==> src/rtl/adc_ctrl_pkg.sv <==
// shared constants and types for the converter control block
package adc_ctrl_pkg;
	localparam int word_w       = 16;
	localparam int code_w       = 13;
	localparam int chan_n       = 8;
	// serial word layout, msb first
	localparam int wr_bit       = 15;
	localparam int sel_hi       = 14;
	localparam int sel_lo       = 13;
	localparam int add_hi       = 12;
	localparam int add_lo       = 10;
	localparam int mode_hi      = 9;
	localparam int mode_lo      = 8;
	localparam int pm_hi        = 7;
	localparam int pm_lo        = 6;
	localparam int coding_bit   = 5;
	localparam int ref_bit      = 4;
	localparam int seq_hi       = 3;
	localparam int seq_lo       = 2;
	localparam int wts_bit      = 1;
	localparam int data8_hi     = 12;
	localparam int data8_lo     = 5;
	// register selects
	localparam logic [1:0] sel_ctrl   = 2'h0;
	localparam logic [1:0] sel_range1 = 2'h1;
	localparam logic [1:0] sel_range2 = 2'h2;
	localparam logic [1:0] sel_seq    = 2'h3;
	// input configuration codes
	localparam logic [1:0] mode_single  = 2'h0;
	localparam logic [1:0] mode_diff    = 2'h1;
	localparam logic [1:0] mode_pseudo4 = 2'h2;
	localparam logic [1:0] mode_pseudo7 = 2'h3;
	// reset values
	localparam logic [11:0] ctrl_rst  = 12'h000;
	localparam logic [15:0] range_rst = 16'h0000;
	localparam logic [7:0]  seq_rst   = 8'h00;
	// frame timing in serial clock edges
	localparam logic [4:0] frame_edges = 5'h10;
	localparam logic [4:0] track_edge  = 5'h0e;
	// least settling time before the next hold
	localparam int sys_clk_mhz  = 50;
	localparam int acq_min_ns   = 305;
	localparam int acq_min_cyc  = (acq_min_ns * sys_clk_mhz + 999) / 1000;
	typedef enum logic [1:0] {neg_ground, neg_pair, neg_common} neg_src_type;
endpackage

==> src/rtl/link_evt_if.sv <==
// edge events of the serial link, in the system clock domain
`timescale 1ns/10ps
`default_nettype none
interface link_evt_if;
	logic sclk_rise;
	logic sclk_fall;
	logic sel_fall;
	logic sel_rise;
	logic sel_act;
	logic din;
	modport src (output sclk_rise, sclk_fall, sel_fall, sel_rise, sel_act,
		din);
	modport dst (input sclk_rise, sclk_fall, sel_fall, sel_rise, sel_act,
		din);
endinterface
`default_nettype wire

==> src/rtl/adc_ctrl.sv <==
// converter control: sampling phase, registers, channel and code format
// What this block does
// - after reset results come out in two's complement
// - coding bit written as one gives straight binary results
// - sequenced channels use coding from the latest control write
// - full scale maps onto 8192 codes at whole lsb steps
// - reset gives eight single-ended inputs until control is written
// - tracking starts on 14th serial clock rise after select falls
// - hold resumes when select falls for the next frame
// - differential span maps onto codes -4096 to +4095
// - differential mode pairs eight inputs into four pairs
// - every channel keeps its own one-of-four range
// - each transfer spans exactly sixteen serial clocks
// - serial clock shifts results and steps the conversion
// - two mode bits of the control word pick input configuration
`timescale 1ns/10ps
`default_nettype none
module adc_ctrl #(
	parameter int chans = 8
) (
	input  wire logic                 sys_clk_in,
	input  wire logic                 sys_rst_in,
	input  wire logic                 sclk_in,
	input  wire logic                 cs_n_in,
	input  wire logic                 din_in,
	input  wire logic [12:0]          held_code_in,
	output logic                      dout_out,
	output logic                      dout_oe_out,
	output logic                      track_out,
	output logic                      conv_step_out,
	output logic                      acq_ok_out,
	output logic [2:0]                pos_sel_out,
	output logic [2:0]                neg_sel_out,
	output adc_ctrl_pkg::neg_src_type neg_src_out,
	output logic [1:0]                range_out,
	output logic [1:0]                mode_out,
	output logic                      coding_out,
	output logic [1:0]                power_out,
	output logic                      int_ref_out,
	output logic                      weak_out
);
	// three-bit selects and the eight-bit mask serve eight channels only
	if (chans != adc_ctrl_pkg::chan_n) begin : g_chans
		$error("channel count must be eight");
	end

	link_evt_if evt ();

	link_sync sync_u (
		.sys_clk_in (sys_clk_in),
		.sys_rst_in (sys_rst_in),
		.sclk_in    (sclk_in),
		.cs_n_in    (cs_n_in),
		.din_in     (din_in),
		.evt        (evt)
	);

	logic [11:0] ctrl_q;
	logic [15:0] range_q;
	logic [7:0]  seq_q;
	logic [2:0]  chan_q;
	logic [2:0]  conv_chan_q;
	logic [4:0]  rise_cnt_q;
	logic [4:0]  fall_cnt_q;
	logic [15:0] rx_q;
	logic [15:0] tx_q;
	logic        wrote_q;
	logic        track_q;
	logic [7:0]  acq_cnt_q;
	logic        acq_ok_q;
	logic        step_q;
	logic [15:0] rx_d;
	logic        word_done;
	logic [1:0]  seq_mode;

	// control word bit k is kept at ctrl_q[k - 1]
	assign seq_mode = ctrl_q[adc_ctrl_pkg::seq_hi - 1:adc_ctrl_pkg::seq_lo - 1];

	// next enabled channel after cur in the sequence mask, wrapping
	function automatic logic [2:0] next_seq(input logic [2:0] cur,
		input logic [7:0] mask);
		logic [2:0] n;
		logic [2:0] pick;
		logic       found;
		pick  = cur;
		found = 1'b0;
		for (int i = 1; i <= 8; i++) begin
			n = cur + i[2:0];
			if (!found && mask[n]) begin
				pick  = n;
				found = 1'b1;
			end
		end
		return pick;
	endfunction

	function automatic logic [1:0] chan_range(input logic [2:0] ch,
		input logic [15:0] rng);
		return rng[5'(15 - 2 * int'(ch)) -: 2];
	endfunction

	// incoming word is complete only on the sixteenth falling edge
	assign rx_d      = {rx_q[14:0], evt.din};
	assign word_done = evt.sclk_fall &&
		(fall_cnt_q == adc_ctrl_pkg::frame_edges - 5'h01);

	// edge counters per frame
	always_ff @(posedge sys_clk_in) begin
		if (sys_rst_in || evt.sel_fall) begin
			rise_cnt_q <= 5'h00;
			fall_cnt_q <= 5'h00;
		end else if (evt.sel_act) begin
			if (evt.sclk_rise && rise_cnt_q != 5'h1f)
				rise_cnt_q <= rise_cnt_q + 5'h01;
			if (evt.sclk_fall && fall_cnt_q != 5'h1f)
				fall_cnt_q <= fall_cnt_q + 5'h01;
		end
	end

	// serial input is sampled on falling serial clock edges
	always_ff @(posedge sys_clk_in) begin
		if (sys_rst_in)
			rx_q <= 16'h0000;
		else if (evt.sclk_fall)
			rx_q <= rx_d;
	end

	// every control field is zero after reset
	always_ff @(posedge sys_clk_in) begin
		if (sys_rst_in) begin
			ctrl_q  <= adc_ctrl_pkg::ctrl_rst;
			range_q <= adc_ctrl_pkg::range_rst;
			seq_q   <= adc_ctrl_pkg::seq_rst;
		end else if (word_done && rx_d[adc_ctrl_pkg::wr_bit]) begin
			if (rx_d[14:13] == adc_ctrl_pkg::sel_ctrl)
				ctrl_q <= rx_d[12:1];
			else if (rx_d[14:13] == adc_ctrl_pkg::sel_range1)
				range_q[15:8] <= rx_d[12:5];
			else if (rx_d[14:13] == adc_ctrl_pkg::sel_range2)
				range_q[7:0] <= rx_d[12:5];
			else
				seq_q <= rx_d[12:5];
		end
	end

	// channel for the next conversion; sequencer steps at frame end
	always_ff @(posedge sys_clk_in) begin
		if (sys_rst_in) begin
			chan_q  <= 3'h0;
			wrote_q <= 1'b0;
		end else if (word_done && rx_d[adc_ctrl_pkg::wr_bit] &&
			rx_d[14:13] == adc_ctrl_pkg::sel_ctrl) begin
			chan_q  <= rx_d[adc_ctrl_pkg::add_hi:adc_ctrl_pkg::add_lo];
			wrote_q <= 1'b1;
		end else if (evt.sel_rise) begin
			if (!wrote_q && seq_mode != 2'h0 && seq_q != 8'h00)
				chan_q <= next_seq(chan_q, seq_q);
			wrote_q <= 1'b0;
		end
	end

	// hold on select fall; track on the fourteenth rise
	always_ff @(posedge sys_clk_in) begin
		if (sys_rst_in)
			track_q <= 1'b1;
		else if (evt.sel_fall)
			track_q <= 1'b0;
		else if (evt.sclk_rise &&
			rise_cnt_q == adc_ctrl_pkg::track_edge - 5'h01)
			track_q <= 1'b1;
	end

	// flags a hold that came after enough settling time
	always_ff @(posedge sys_clk_in) begin
		if (sys_rst_in) begin
			acq_cnt_q <= 8'h00;
			acq_ok_q  <= 1'b0;
		end else if (evt.sel_fall) begin
			acq_ok_q  <= acq_cnt_q >= 8'(adc_ctrl_pkg::acq_min_cyc);
			acq_cnt_q <= 8'h00;
		end else if (track_q && acq_cnt_q != 8'hff) begin
			acq_cnt_q <= acq_cnt_q + 8'h01;
		end
	end

	// conversion steps on serial clock rises while holding
	always_ff @(posedge sys_clk_in) begin
		if (sys_rst_in)
			step_q <= 1'b0;
		else
			step_q <= evt.sclk_rise && !track_q;
	end

	// result word: channel then 13-bit code
	always_ff @(posedge sys_clk_in) begin
		if (sys_rst_in) begin
			tx_q        <= 16'h0000;
			conv_chan_q <= 3'h0;
		end else if (evt.sel_fall) begin
			conv_chan_q <= chan_q;
			// coding bit from the latest control write
			tx_q <= {chan_q,
				held_code_in[12] ^ ctrl_q[adc_ctrl_pkg::coding_bit - 1],
				held_code_in[11:0]};
		end else if (evt.sclk_fall) begin
			// results shift out on serial clock falls
			tx_q <= {tx_q[14:0], 1'b0};
		end
	end

	// pairs and common negative input by configuration
	always_comb begin
		pos_sel_out = conv_chan_q;
		neg_sel_out = 3'h0;
		neg_src_out = adc_ctrl_pkg::neg_ground;
		if (ctrl_q[8:7] == adc_ctrl_pkg::mode_diff ||
			ctrl_q[8:7] == adc_ctrl_pkg::mode_pseudo4) begin
			pos_sel_out = {conv_chan_q[2:1], 1'b0};
			neg_sel_out = {conv_chan_q[2:1], 1'b1};
			neg_src_out = adc_ctrl_pkg::neg_pair;
		end else if (ctrl_q[8:7] == adc_ctrl_pkg::mode_pseudo7) begin
			neg_sel_out = 3'h7;
			neg_src_out = adc_ctrl_pkg::neg_common;
		end
	end

	assign dout_out      = tx_q[15];
	assign dout_oe_out   = evt.sel_act;
	assign track_out     = track_q;
	assign conv_step_out = step_q;
	assign acq_ok_out    = acq_ok_q;
	assign range_out     = chan_range(conv_chan_q, range_q);
	assign mode_out      = ctrl_q[8:7];
	assign coding_out    = ctrl_q[adc_ctrl_pkg::coding_bit - 1];
	assign power_out     = ctrl_q[6:5];
	assign int_ref_out   = ctrl_q[adc_ctrl_pkg::ref_bit - 1];
	assign weak_out      = ctrl_q[adc_ctrl_pkg::wts_bit - 1];
endmodule
`default_nettype wire

==> src/rtl/link_sync.sv <==
// synchronises the serial pins and finds their edges
`timescale 1ns/10ps
`default_nettype none
module link_sync (
	input  wire logic sys_clk_in,
	input  wire logic sys_rst_in,
	input  wire logic sclk_in,
	input  wire logic cs_n_in,
	input  wire logic din_in,
	link_evt_if.src   evt
);
	logic [2:0] meta_q;
	logic [2:0] sync_q;
	logic       sclk_old_q;
	logic       cs_n_old_q;

	// first stage read only by the second
	always_ff @(posedge sys_clk_in) begin
		if (sys_rst_in) begin
			meta_q <= 3'h3;
			sync_q <= 3'h3;
		end else begin
			meta_q <= {din_in, cs_n_in, sclk_in};
			sync_q <= meta_q;
		end
	end

	always_ff @(posedge sys_clk_in) begin
		if (sys_rst_in) begin
			sclk_old_q <= 1'b1;
			cs_n_old_q <= 1'b1;
		end else begin
			sclk_old_q <= sync_q[0];
			cs_n_old_q <= sync_q[1];
		end
	end

	assign evt.sclk_rise = sync_q[0] & ~sclk_old_q & ~sync_q[1];
	assign evt.sclk_fall = ~sync_q[0] & sclk_old_q & ~sync_q[1];
	assign evt.sel_fall  = ~sync_q[1] & cs_n_old_q;
	assign evt.sel_rise  = sync_q[1] & ~cs_n_old_q;
	assign evt.sel_act   = ~sync_q[1];
	assign evt.din       = sync_q[2];
endmodule
`default_nettype wire

==> config.mk <==
export PLATFORM = sky130hd
export DESIGN_NAME = adc_ctrl
export DESIGN_NICKNAME = d
export VERILOG_FILES = /design/src/rtl/adc_ctrl_pkg.sv /design/src/rtl/link_evt_if.sv /design/src/rtl/adc_ctrl.sv /design/src/rtl/link_sync.sv
export SDC_FILE = /design/constraint.sdc
export NUM_CORES = 1
export LEC_CHECK = 0
export BUFFER_PORTS_ARGS = -buffer_cell sky130_fd_sc_hd__buf_2
export CAP_MARGIN = 30
export CORE_MARGIN = 1.5
export CORE_UTILIZATION = 45
export CTS_CLUSTER_SIZE = 24
export DETAILED_ROUTE_END_ITERATION = 8
export PLACE_DENSITY = 0.63
export SLEW_MARGIN = 20
export SYNTH_ARGS = -nofsm -noshare
export SYNTH_HDL_FRONTEND = slang
export SYNTH_SLANG_ARGS = --single-unit
==> constraint.sdc <==
create_clock -name sys_clk_in -period 7 [get_ports sys_clk_in]
set_input_delay 0.35 -clock sys_clk_in [delete_from_list [all_inputs] [get_ports sys_clk_in]]
set_output_delay 0.35 -clock sys_clk_in [all_outputs]
set_load 0.02 [all_outputs]
* Yosys cells after proc, flatten, opt, wreduce, memory -nomap -nowiden
Cells that the tools add are included.
Word-level totals: register bits 100, input bits 18, word-level logic and storage cells 182
Operators by class: add/sub/neg operators 11, order comparisons 9, equality and inequality tests 11, shift-type cells 1, mux-type cells 73, bitwise logic cells 14, reductions and logical operators 44
Operators with widths (count):
- 2-to-1 mux 1 bit | 48
- 2-to-1 mux 3 bit | 13
- less-than comparator 3 x 4 -> 1 bit, second input constant | 8
- 2-to-1 mux 16 bit | 2
- binary-select mux 1 bit (select 3 bit) | 8
- logical AND 1 bit | 17
- indexed part select 17 x 5 -> 2 bit | 1
- nonzero test 8 bit | 2
- adder 3 bit, second input constant | 4
- AND reduction 4 bit | 3
- adder 5 x 1 -> 5 bit, second input constant | 2
- == test 5 x 4 -> 1 bit, second input constant | 2
- != test 5 bit, second input constant | 2
- nonzero test 2 bit | 5
- logical NOT 1 bit | 9
- adder 8 x 1 -> 8 bit, second input constant | 1
- >= comparator 8 x 5 -> 1 bit, second input constant | 1
- != test 8 bit, second input constant | 1
- NOT 1 bit | 7
- adder 3 x 2 -> 3 bit, second input constant | 2
- bitwise AND 1 bit | 6
- == test 2 bit, second input constant | 3
- AND reduction 2 bit | 3
- subtractor 4 x 4 -> 5 bit, first input constant | 1
- 9 further kinds | 12

* Logic depth before layout (Yosys ltp)
Gate-level depths: netlist of run 1.
depth in word-level cells 56, depth in mapped cells 12, gate-level depth less buffers 10

* Hierarchy
Synthesis of run 1 repeated with hierarchy kept, for this count alone.
Unflattened totals: cells, all modules 518, area, all modules 4984.8 um^2
Modules (own cells, without submodules):
- adc_ctrl | instances 1, cells each 497, area an instance 4743.3 um^2
- link_sync | instances 1, cells each 21, area an instance 241.5 um^2

* Worst setup path before layout of run 1
No wires, ideal clock.
path type register to register, start point register chan_q[1], end point register chan_q[2], library setup time 86 ps, arrival time 2855 ps, required time 6914 ps, slack 4059 ps, cell stages (with the launch flop) 13, path buffers 2, clock period less this slack 2941 ps, path through dfxtp_1 clkbuf_1 inv_1 ha_1 buf_2 mux2_2 mux2_2 nand2b_1 a21oi_1 a22oi_1 a21o_2 a32o_1 a211oi_1
On the way: word-level cells in the longest chain between the ends 54, elaborated cells between the ends (all ways) 86, classes of those cells add/sub (7); eq/ne (1); mux (62); reduce/logical (16)
RTL lines:
- start, declared | RTL line adc_ctrl.sv:61 | logic [2:0] chan_q;
- start signal, assigned | RTL line adc_ctrl.sv:153 | chan_q <= rx_d[adc_ctrl_pkg::add_hi:adc_ctrl_pkg::add_lo];
- start signal, assigned | RTL line adc_ctrl.sv:157 | chan_q <= next_seq(chan_q, seq_q);
- adder 3 x 1 -> 3 bit | RTL line adc_ctrl.sv:88 | n = cur + i[2:0];
- binary-select mux 1 bit (select 3 bit) | RTL line adc_ctrl.sv:89 | if (!found && mask[n]) begin
- 2-to-1 mux 1 bit (not written as such) | RTL line adc_ctrl.sv:89
- 2-to-1 mux 1 bit | RTL line adc_ctrl.sv:89
- 2-to-1 mux 1 bit | RTL line adc_ctrl.sv:156 | if (!wrote_q && seq_mode != 2'h0 && seq_q != 8'h00)
- 2-to-1 mux 1 bit | RTL line adc_ctrl.sv:155 | end else if (evt.sel_rise) begin
- 2-to-1 mux 1 bit | RTL line adc_ctrl.sv:151 | end else if (word_done && rx_d[adc_ctrl_pkg::wr_bit] &&
- 2-to-1 mux 1 bit | RTL line adc_ctrl.sv:148 | if (sys_rst_in) begin
- (+38 left out)
- 2-to-1 mux 1 bit | RTL line adc_ctrl.sv:156
- 2-to-1 mux 1 bit | RTL line adc_ctrl.sv:155
- 2-to-1 mux 1 bit | RTL line adc_ctrl.sv:151
- 2-to-1 mux 1 bit | RTL line adc_ctrl.sv:148
- logical NOT 1 bit | RTL line adc_ctrl.sv:89
- logical AND 1 bit | RTL line adc_ctrl.sv:89
- != test 2 bit (no source line)
- AND reduction 4 bit (no source line)
Parallel ways exist; a longest one is shown, timed or not. The select of a mux whose other input is x is not followed. A chain may end at the register's enable or synchronous reset.

* Final worst setup path of run 1
start point register chan_q[0], end point register chan_q[2]
Same word-level chain as after synthesis.

==> impl_metrics.yaml, run 1 <==
timing:
  fmax_mhz: 268.1
  min_period_ps: 3731
  timing.slew.headroom_pct: 42.73
  fin_crit_sh_pct: 53.29
  rsz0062_at_grt: "false"
  skew_ps: 16.32
  slew_violations: 0
  hold_viol_final: 0
  worstMarginPinSlew_ps: 854.4
  setup_violations: 0
  tns_ps: 0
layout:
  antennaDiodeCount: 0
  final_nets: 619
  fin_area_um2: 5305
  areaGrowthSynthToFinish_pct: 8.662
  finalNonFillerCells: 727
  drive_above_1_share_pct: 16.75
  final_util_pct: 50.93
detailed_routing:
  wl_met1_mm: 4.896
  dr_wl_met3_um: 385
  dr.pass1.iters: 4
  first_iter_violations: 149
  route.met2.wl_mm: 4.976
  via_per_inst: 5.305
  detail-route-antenna-nets: 0
  drc_errors: 0
  vias: 3857
  wl_mm: 10.41
  avgRoutedWirePerCell_um: 14.31
  dr.max_layer_used: "met4"
yosys:
  synth_edf_count: 0
  synthAdderAreaFrac_pct: 3.844
  synthMuxAreaShare_pct: 12.94
  synth-compound-area-share_pct: 12.35
  synth_flop_cell: "dfxtp_1"
  synthSimpleGateAreaFrac_pct: 21.19
  synth_top_family_by_area: "simple AND/OR/NAND/NOR gates"
  ys_types: 52
  yosysSeqAreaShare_pct: 41.00
  ys_seq_elements: 100
  async_reset_ff_share_pct: 0
  synth_area_um2: 4882
  yosysWarnings: 0
  synth.avg_cell_area_um2: 8.611
  postSynthCellCount: 567
  synth_xor_area_share_pct: 3.614
  synth_nets: 600
global_routing:
  antenna_found_initial: 0
  grt_usage_pct: 19.40
  overflow: 0
  grt_pass1_wl_mm: 17.81
  grt_max_degree: 47
  grt_pass1_vias: 3644
run:
  maxCapViolCount: 0
worst_setup_path:
  path_class: "flip-flop to flip-flop"
  cp-start-kind: "flip-flop"
  cpMostUsedCell: "mux2_2"
  r2r_slack_ps: 3270
  cp-startpoint: "chan_q[0]$_SDFFE_PP0P_"
  arrival_ps: 4000
  rr_startpoint: "chan_q[0]$_SDFFE_PP0P_"
  cp-end-kind: "flip-flop"
  r2r_end: "chan_q[2]$_SDFFE_PP0P_"
  slowest_delay_ps: 780
  cp_num_cells: 10
  cp.buffers_inverters: 1
  reg2regPathDepth: 10
  path_max_fanout: 15
  required_ps: 7270
  path_cells: "clkinv_1 > ha_1 > mux2_2 > mux2_2 > nand2b_1 > a21oi_1 > a22oi_1 > a21o_2 > a32o_1 > a211oi_1"
  cp_slowest_cell: "dfxtp_1"
  critPathTopFamily: "compound AO/OA/AOI/OAI gates"
floorplan:
  coreArea_um2: 10420
  pin_count: 40
  die_h_um: 107.2
  rows: 37
  die-area_um2: 11480
  initial_core_util_pct: 46.87
  die_w_um: 107.2
clocking:
  post_cts_resized: 0
  clock_latency_ps: 360
  clock_path_buffers: 2
  cts_buffers: 9
  ctsHoldBuffers: 0
  clock-root-buffer: "clkbuf_8"
  post-cts-setup-buffers: 0
  cts_tree: "built"
  clock_sinks: 100
  clk_pin_slew_worst_paths_ps: 110
  cts_htree_levels: 3
hold_path:
  min_delay_worst_endpoint: "sync_u.meta_q[1]$_SDFF_PP1_"
  min_from: "cs_n_in"
  hold_depth: 2
  holdCritPathClass: "input port to flip-flop"
power:
  powerDensity_nw_per_um2: 181.2
  power_leakage_nw: 2.030
  total_power_uw: 961.4
  vdd_drop_max_v: 0.0001551
placement:
  portBuffers: 39
  place_congestion: 0.8462
  placed_cells_incl_taps: 710
  dp_hpwl_mm: 7.219
  placed_area_um2: 5119
status:
  status: "finished, final reports clean"
## registers in the layout, indices dropped and copies added, names as in the netlist, 5 cells and up
signal      flops
tx_q           16
range_q        16
rx_q           15
acq_cnt_q       8
rise_cnt_q      5
seq_q           8
fall_cnt_q      5
ctrl_q          9
## kinds of logic after synthesis
group / Yosys count
fa+ha+maj: 15
flops: 100
xor+xnor: 18
simple gates: 241
mux: 47
compound gates: 91
buf+inv: 55
## power breakdown
group	total [mW]	internal [mW]	switching [mW]	leakage, nW
Sequential	0.582	0.577	0.00511	0.809
Combinational	0.0344	0.0129	0.0216	1.13
Clock	0.345	0.137	0.208	0.0940
## through the flow
stage          setup slack (ps)  hold slack, ps
6_report                   3269           157.7
5_1_grt                    2935           133.8
4_1_cts                    3228           134.5
3_5_place_dp               3275           393.7
3_3_place_gp               3444           390.7
2_1_floorplan              4059           389.5
## how the worst max path moves through the flow
| stage | to |
|---|---|
| floorplan | chan_q[2]$_SDFFE_PP0P_ |
| global placement | chan_q[2]$_SDFFE_PP0P_ |
| detailed placement | chan_q[2]$_SDFFE_PP0P_ |
| CTS | chan_q[2]$_SDFFE_PP0P_ |
| global route | chan_q[1]$_SDFFE_PP0P_ |
| finish | chan_q[2]$_SDFFE_PP0P_ |
## layout by cell type, fill, tap and decap left out, drive strengths merged, types with 2 or more instances in the layout
cell type,instances
nand2,125
dfxtp,100
nor2,62
a21oi,47
buf,45
mux2i,26
inv,22
ha,15
nand3,14
a311oi,13
mux4,12
xor2,12
clkbuf,10
mux2,9
or2,8
o21ai,8
nand2b,6
xnor2,6
a211oi,5
and3,5
nor2b,4
nand4,4
nor3,4
nor4,3
a31oi,3
nand3b,2
a221oi,2
o211ai,2
a32oi,2
clkinv,2
## layout make-up
type / count / area, µm²
fill: 1016 / 5111
multi-input combinational: 412 / 2639
sequential: 100 / 2002
timing repair buffer: 45 / 247.7
tap: 136 / 170.2
clock buffer: 10 / 127.6
inverter: 18 / 67.56
clock inverter: 6 / 51.30
## routing by layer
metal	GRT usage (%)	vias to the layer above
li1	-	1972
met1	25.93	1798
met2	31.98	76
met3	3.647	11
met4	5.333	0
met5	0	-
## worst register-to-register path, delay by kind of cell (launching register included)
kind / cells / cell delay, ps
mux: 2 / 690
compound gates: 5 / 950
buf+inv: 1 / 450
flops: 1 / 780
fa+ha+maj: 1 / 600
simple gates: 1 / 170
## Yosys cell counts, types with 2 or more instances
library cell	count	share of area (%)
nand2_1	125	9.6
xnor2_1	6	1.1
a221oi_2	2	0.62
a311oi_1	13	2.3
nand3b_1	2	0.31
nor3_1	3	0.31
mux4_2	12	5.5
a211oi_1	5	0.77
ha_1	15	3.8
inv_1	17	1.3
nand4_1	4	0.51
a21oi_1	47	4.8
clkbuf_1	25	1.9
mux2i_1	26	5.3
o211ai_1	2	0.31
nor4_1	3	0.38
nand3_1	14	1.4
or2_2	8	1.0
dfxtp_1	100	41
nor2b_1	4	0.51
buf_2	2	0.21
nand2b_1	6	0.77
xor2_1	11	2.0
nor2_1	61	4.7
a32oi_1	2	0.36
mux2_2	9	2.1
o21ai_0	7	0.72
buf_4	8	1.2
and3_1	4	0.51
a31oi_1	2	0.26
(Power assumes the default switching activity.)
==> inputs of run 2 (changes only) <==
Clock period 7 ns to 3.62 ns, I/O delays scaled along.
==> run 2 against run 1 <==
- global-route usage decreased by 0.054 points
- sequential power increased by 92%
- maximum frequency up 24%
- largest cell class unchanged
==> impl_metrics.yaml, run 2 (synthesis gave the netlist of run 1 again) <==
detailed_routing:
  detail-route-antenna-nets: 0
  dr_wl_met3_um: 426
  dr.max_layer_used: "met4"
  drc_errors: 0
  vias: 3968
  first_iter_violations: 196
  route.met2.wl_mm: 5.116
  via_per_inst: 5.428
  avgRoutedWirePerCell_um: 14.59
  dr.pass1.iters: 5
  wl_met1_mm: 5.074
  wl_mm: 10.67
worst_setup_path:
  slowest_delay_ps: 560
  cp-end-kind: "flip-flop"
  path_cells: "clkinv_1 > ha_1 > mux2_2 > mux2i_1 > a221oi_2 > nor2_2 > and3_2 > a32oi_1 > a211o_1 > a31oi_1"
  cp_slowest_cell: "ha_1"
  cp-start-kind: "flip-flop"
  required_ps: 3900
  path_class: "flip-flop to flip-flop"
  critPathTopFamily: "simple AND/OR/NAND/NOR gates"
  path_max_fanout: 9
  r2r_end: "chan_q[1]$_SDFFE_PP0P_"
  reg2regPathDepth: 10
  cp.buffers_inverters: 1
  rr_startpoint: "chan_q[0]$_SDFFE_PP0P_"
  r2r_slack_ps: 600
  arrival_ps: 3290
layout:
  final_nets: 624
  layout_commonest_cell: "nand2_1"
  reg.largest.list: "range_q: 16 flops, tx_q: 16 flops, rx_q: 15 flops"
  antennaDiodeCount: 0
  regArea_um2: 2002
  fillCellCount: 1006
  layout_common_cells: "nand2_1, dfxtp_1, nor2_1"
  drive_above_1_share_pct: 16.97
  areaGrowthSynthToFinish_pct: 9.739
  multi_input_area_um2: 2639
  final_util_pct: 51.44
timing:
  min_period_ps: 3019
  hold_viol_final: 0
  setup_violations: 0
  worstMarginPinSlew_ps: 851.0
  fin_crit_sh_pct: 83.39
  slew_violations: 0
  tns_ps: 0
  skew_ps: 12.49
  timing.slew.headroom_pct: 42.96
  fmax_mhz: 331.3
  setup_ws_ps: 601.3
  rsz0062_at_grt: "false"
clocking:
  post-cts-setup-buffers: 0
  clk_pin_slew_worst_paths_ps: 90
  clock_sinks: 100
  cts_htree_levels: 3
  clock_path_buffers: 2
  cts_tree: "built"
  ctsHoldBuffers: 2
  clock_latency_ps: 360
  cts_buffers: 9
  clock-root-buffer: "clkbuf_8"
  post_cts_resized: 0
floorplan:
  pin_count: 40
  die_w_um: 107.2
  rows: 37
  coreArea_um2: 10420
  initial_core_util_pct: 46.87
  die_h_um: 107.2
  die-area_um2: 11480
global_routing:
  grt_pass1_wl_mm: 17.74
  grt_pass1_vias: 3680
  overflow: 0
  grt_usage_pct: 19.34
  grt_max_degree: 59
  antenna_found_initial: 0
hold_path:
  hold_depth: 2
  min_delay_worst_endpoint: "sync_u.meta_q[2]$_SDFF_PP0_"
  min_from: "din_in"
  holdCritPathClass: "input port to flip-flop"
power:
  powerDensity_nw_per_um2: 352.6
  power_leakage_nw: 2.046
  vdd_drop_max_v: 0.0002218
placement:
  preCtsSetupSlack_ps: 641.5
  dp_hpwl_mm: 7.328
  portBuffers: 39
  place_congestion: 0.8922
run:
  maxCapViolCount: 0
status:
  status: "finished, final reports clean"
[run 2: layout make-up]
type / instances / area share [%]
Clock buffer: 10 / 2.382
Inverter: 18 / 1.261
Multi-Input combinational cell: 412 / 49.25
Tap cell: 136 / 3.176
Sequential cell: 100 / 37.37
Timing Repair Buffer: 50 / 5.418
Clock inverter: 5 / 1.144
[run 2: worst max path at each step]
| stage | endpoint | cells after the start | startpoint | slack [ps] |
|---|---|---|---|---|
| 6_report | chan_q[1]$_SDFFE_PP0P_ | 10 | chan_q[0]$_SDFFE_PP0P_ | 600 |
| 5_1_grt | chan_q[1]$_SDFFE_PP0P_ | 10 | chan_q[0]$_SDFFE_PP0P_ | 380 |
| 4_1_cts | chan_q[1]$_SDFFE_PP0P_ | 10 | chan_q[0]$_SDFFE_PP0P_ | 620 |
| 3_5_place_dp | chan_q[1]$_SDFFE_PP0P_ | 10 | chan_q[0]$_SDFFE_PP0P_ | 640 |
| 3_3_place_gp | chan_q[2]$_SDFFE_PP0P_ | 10 | chan_q[0]$_SDFFE_PP0P_ | 730 |
| 2_1_floorplan | chan_q[2]$_SDFFE_PP0P_ | 12 | chan_q[1]$_SDFFE_PP0P_ | 680 |
[run 2: per-layer routing]
metal  vias up  GRT usage (%)
li1       1982              -
met1      1894          26.11
met2        88          32.17
met3         4          3.891
met4         0          3.714
met5         -              0
[run 2: report_power, final]
part           internal [mW]  switching (mW)
Combinational         0.0263          0.0421
Sequential              1.11         0.00953
Clock                  0.319           0.378
[run 2: through the flow]
step / cells / hold slack (ps) / area (µm²) / power [mW]
finish: 731 / 42.84 / 5358 / 1.889
global route: 731 / 26.92 / 5358 / 1.970
CTS: 730 / 23.58 / 5350 / 1.915
detailed placement: 713 / 371.3 / 5141 / 1.217
global placement: 712 / 365.6 / 5126 / 1.213
floorplan: 567 / 284.8 / 4882 / 1.194
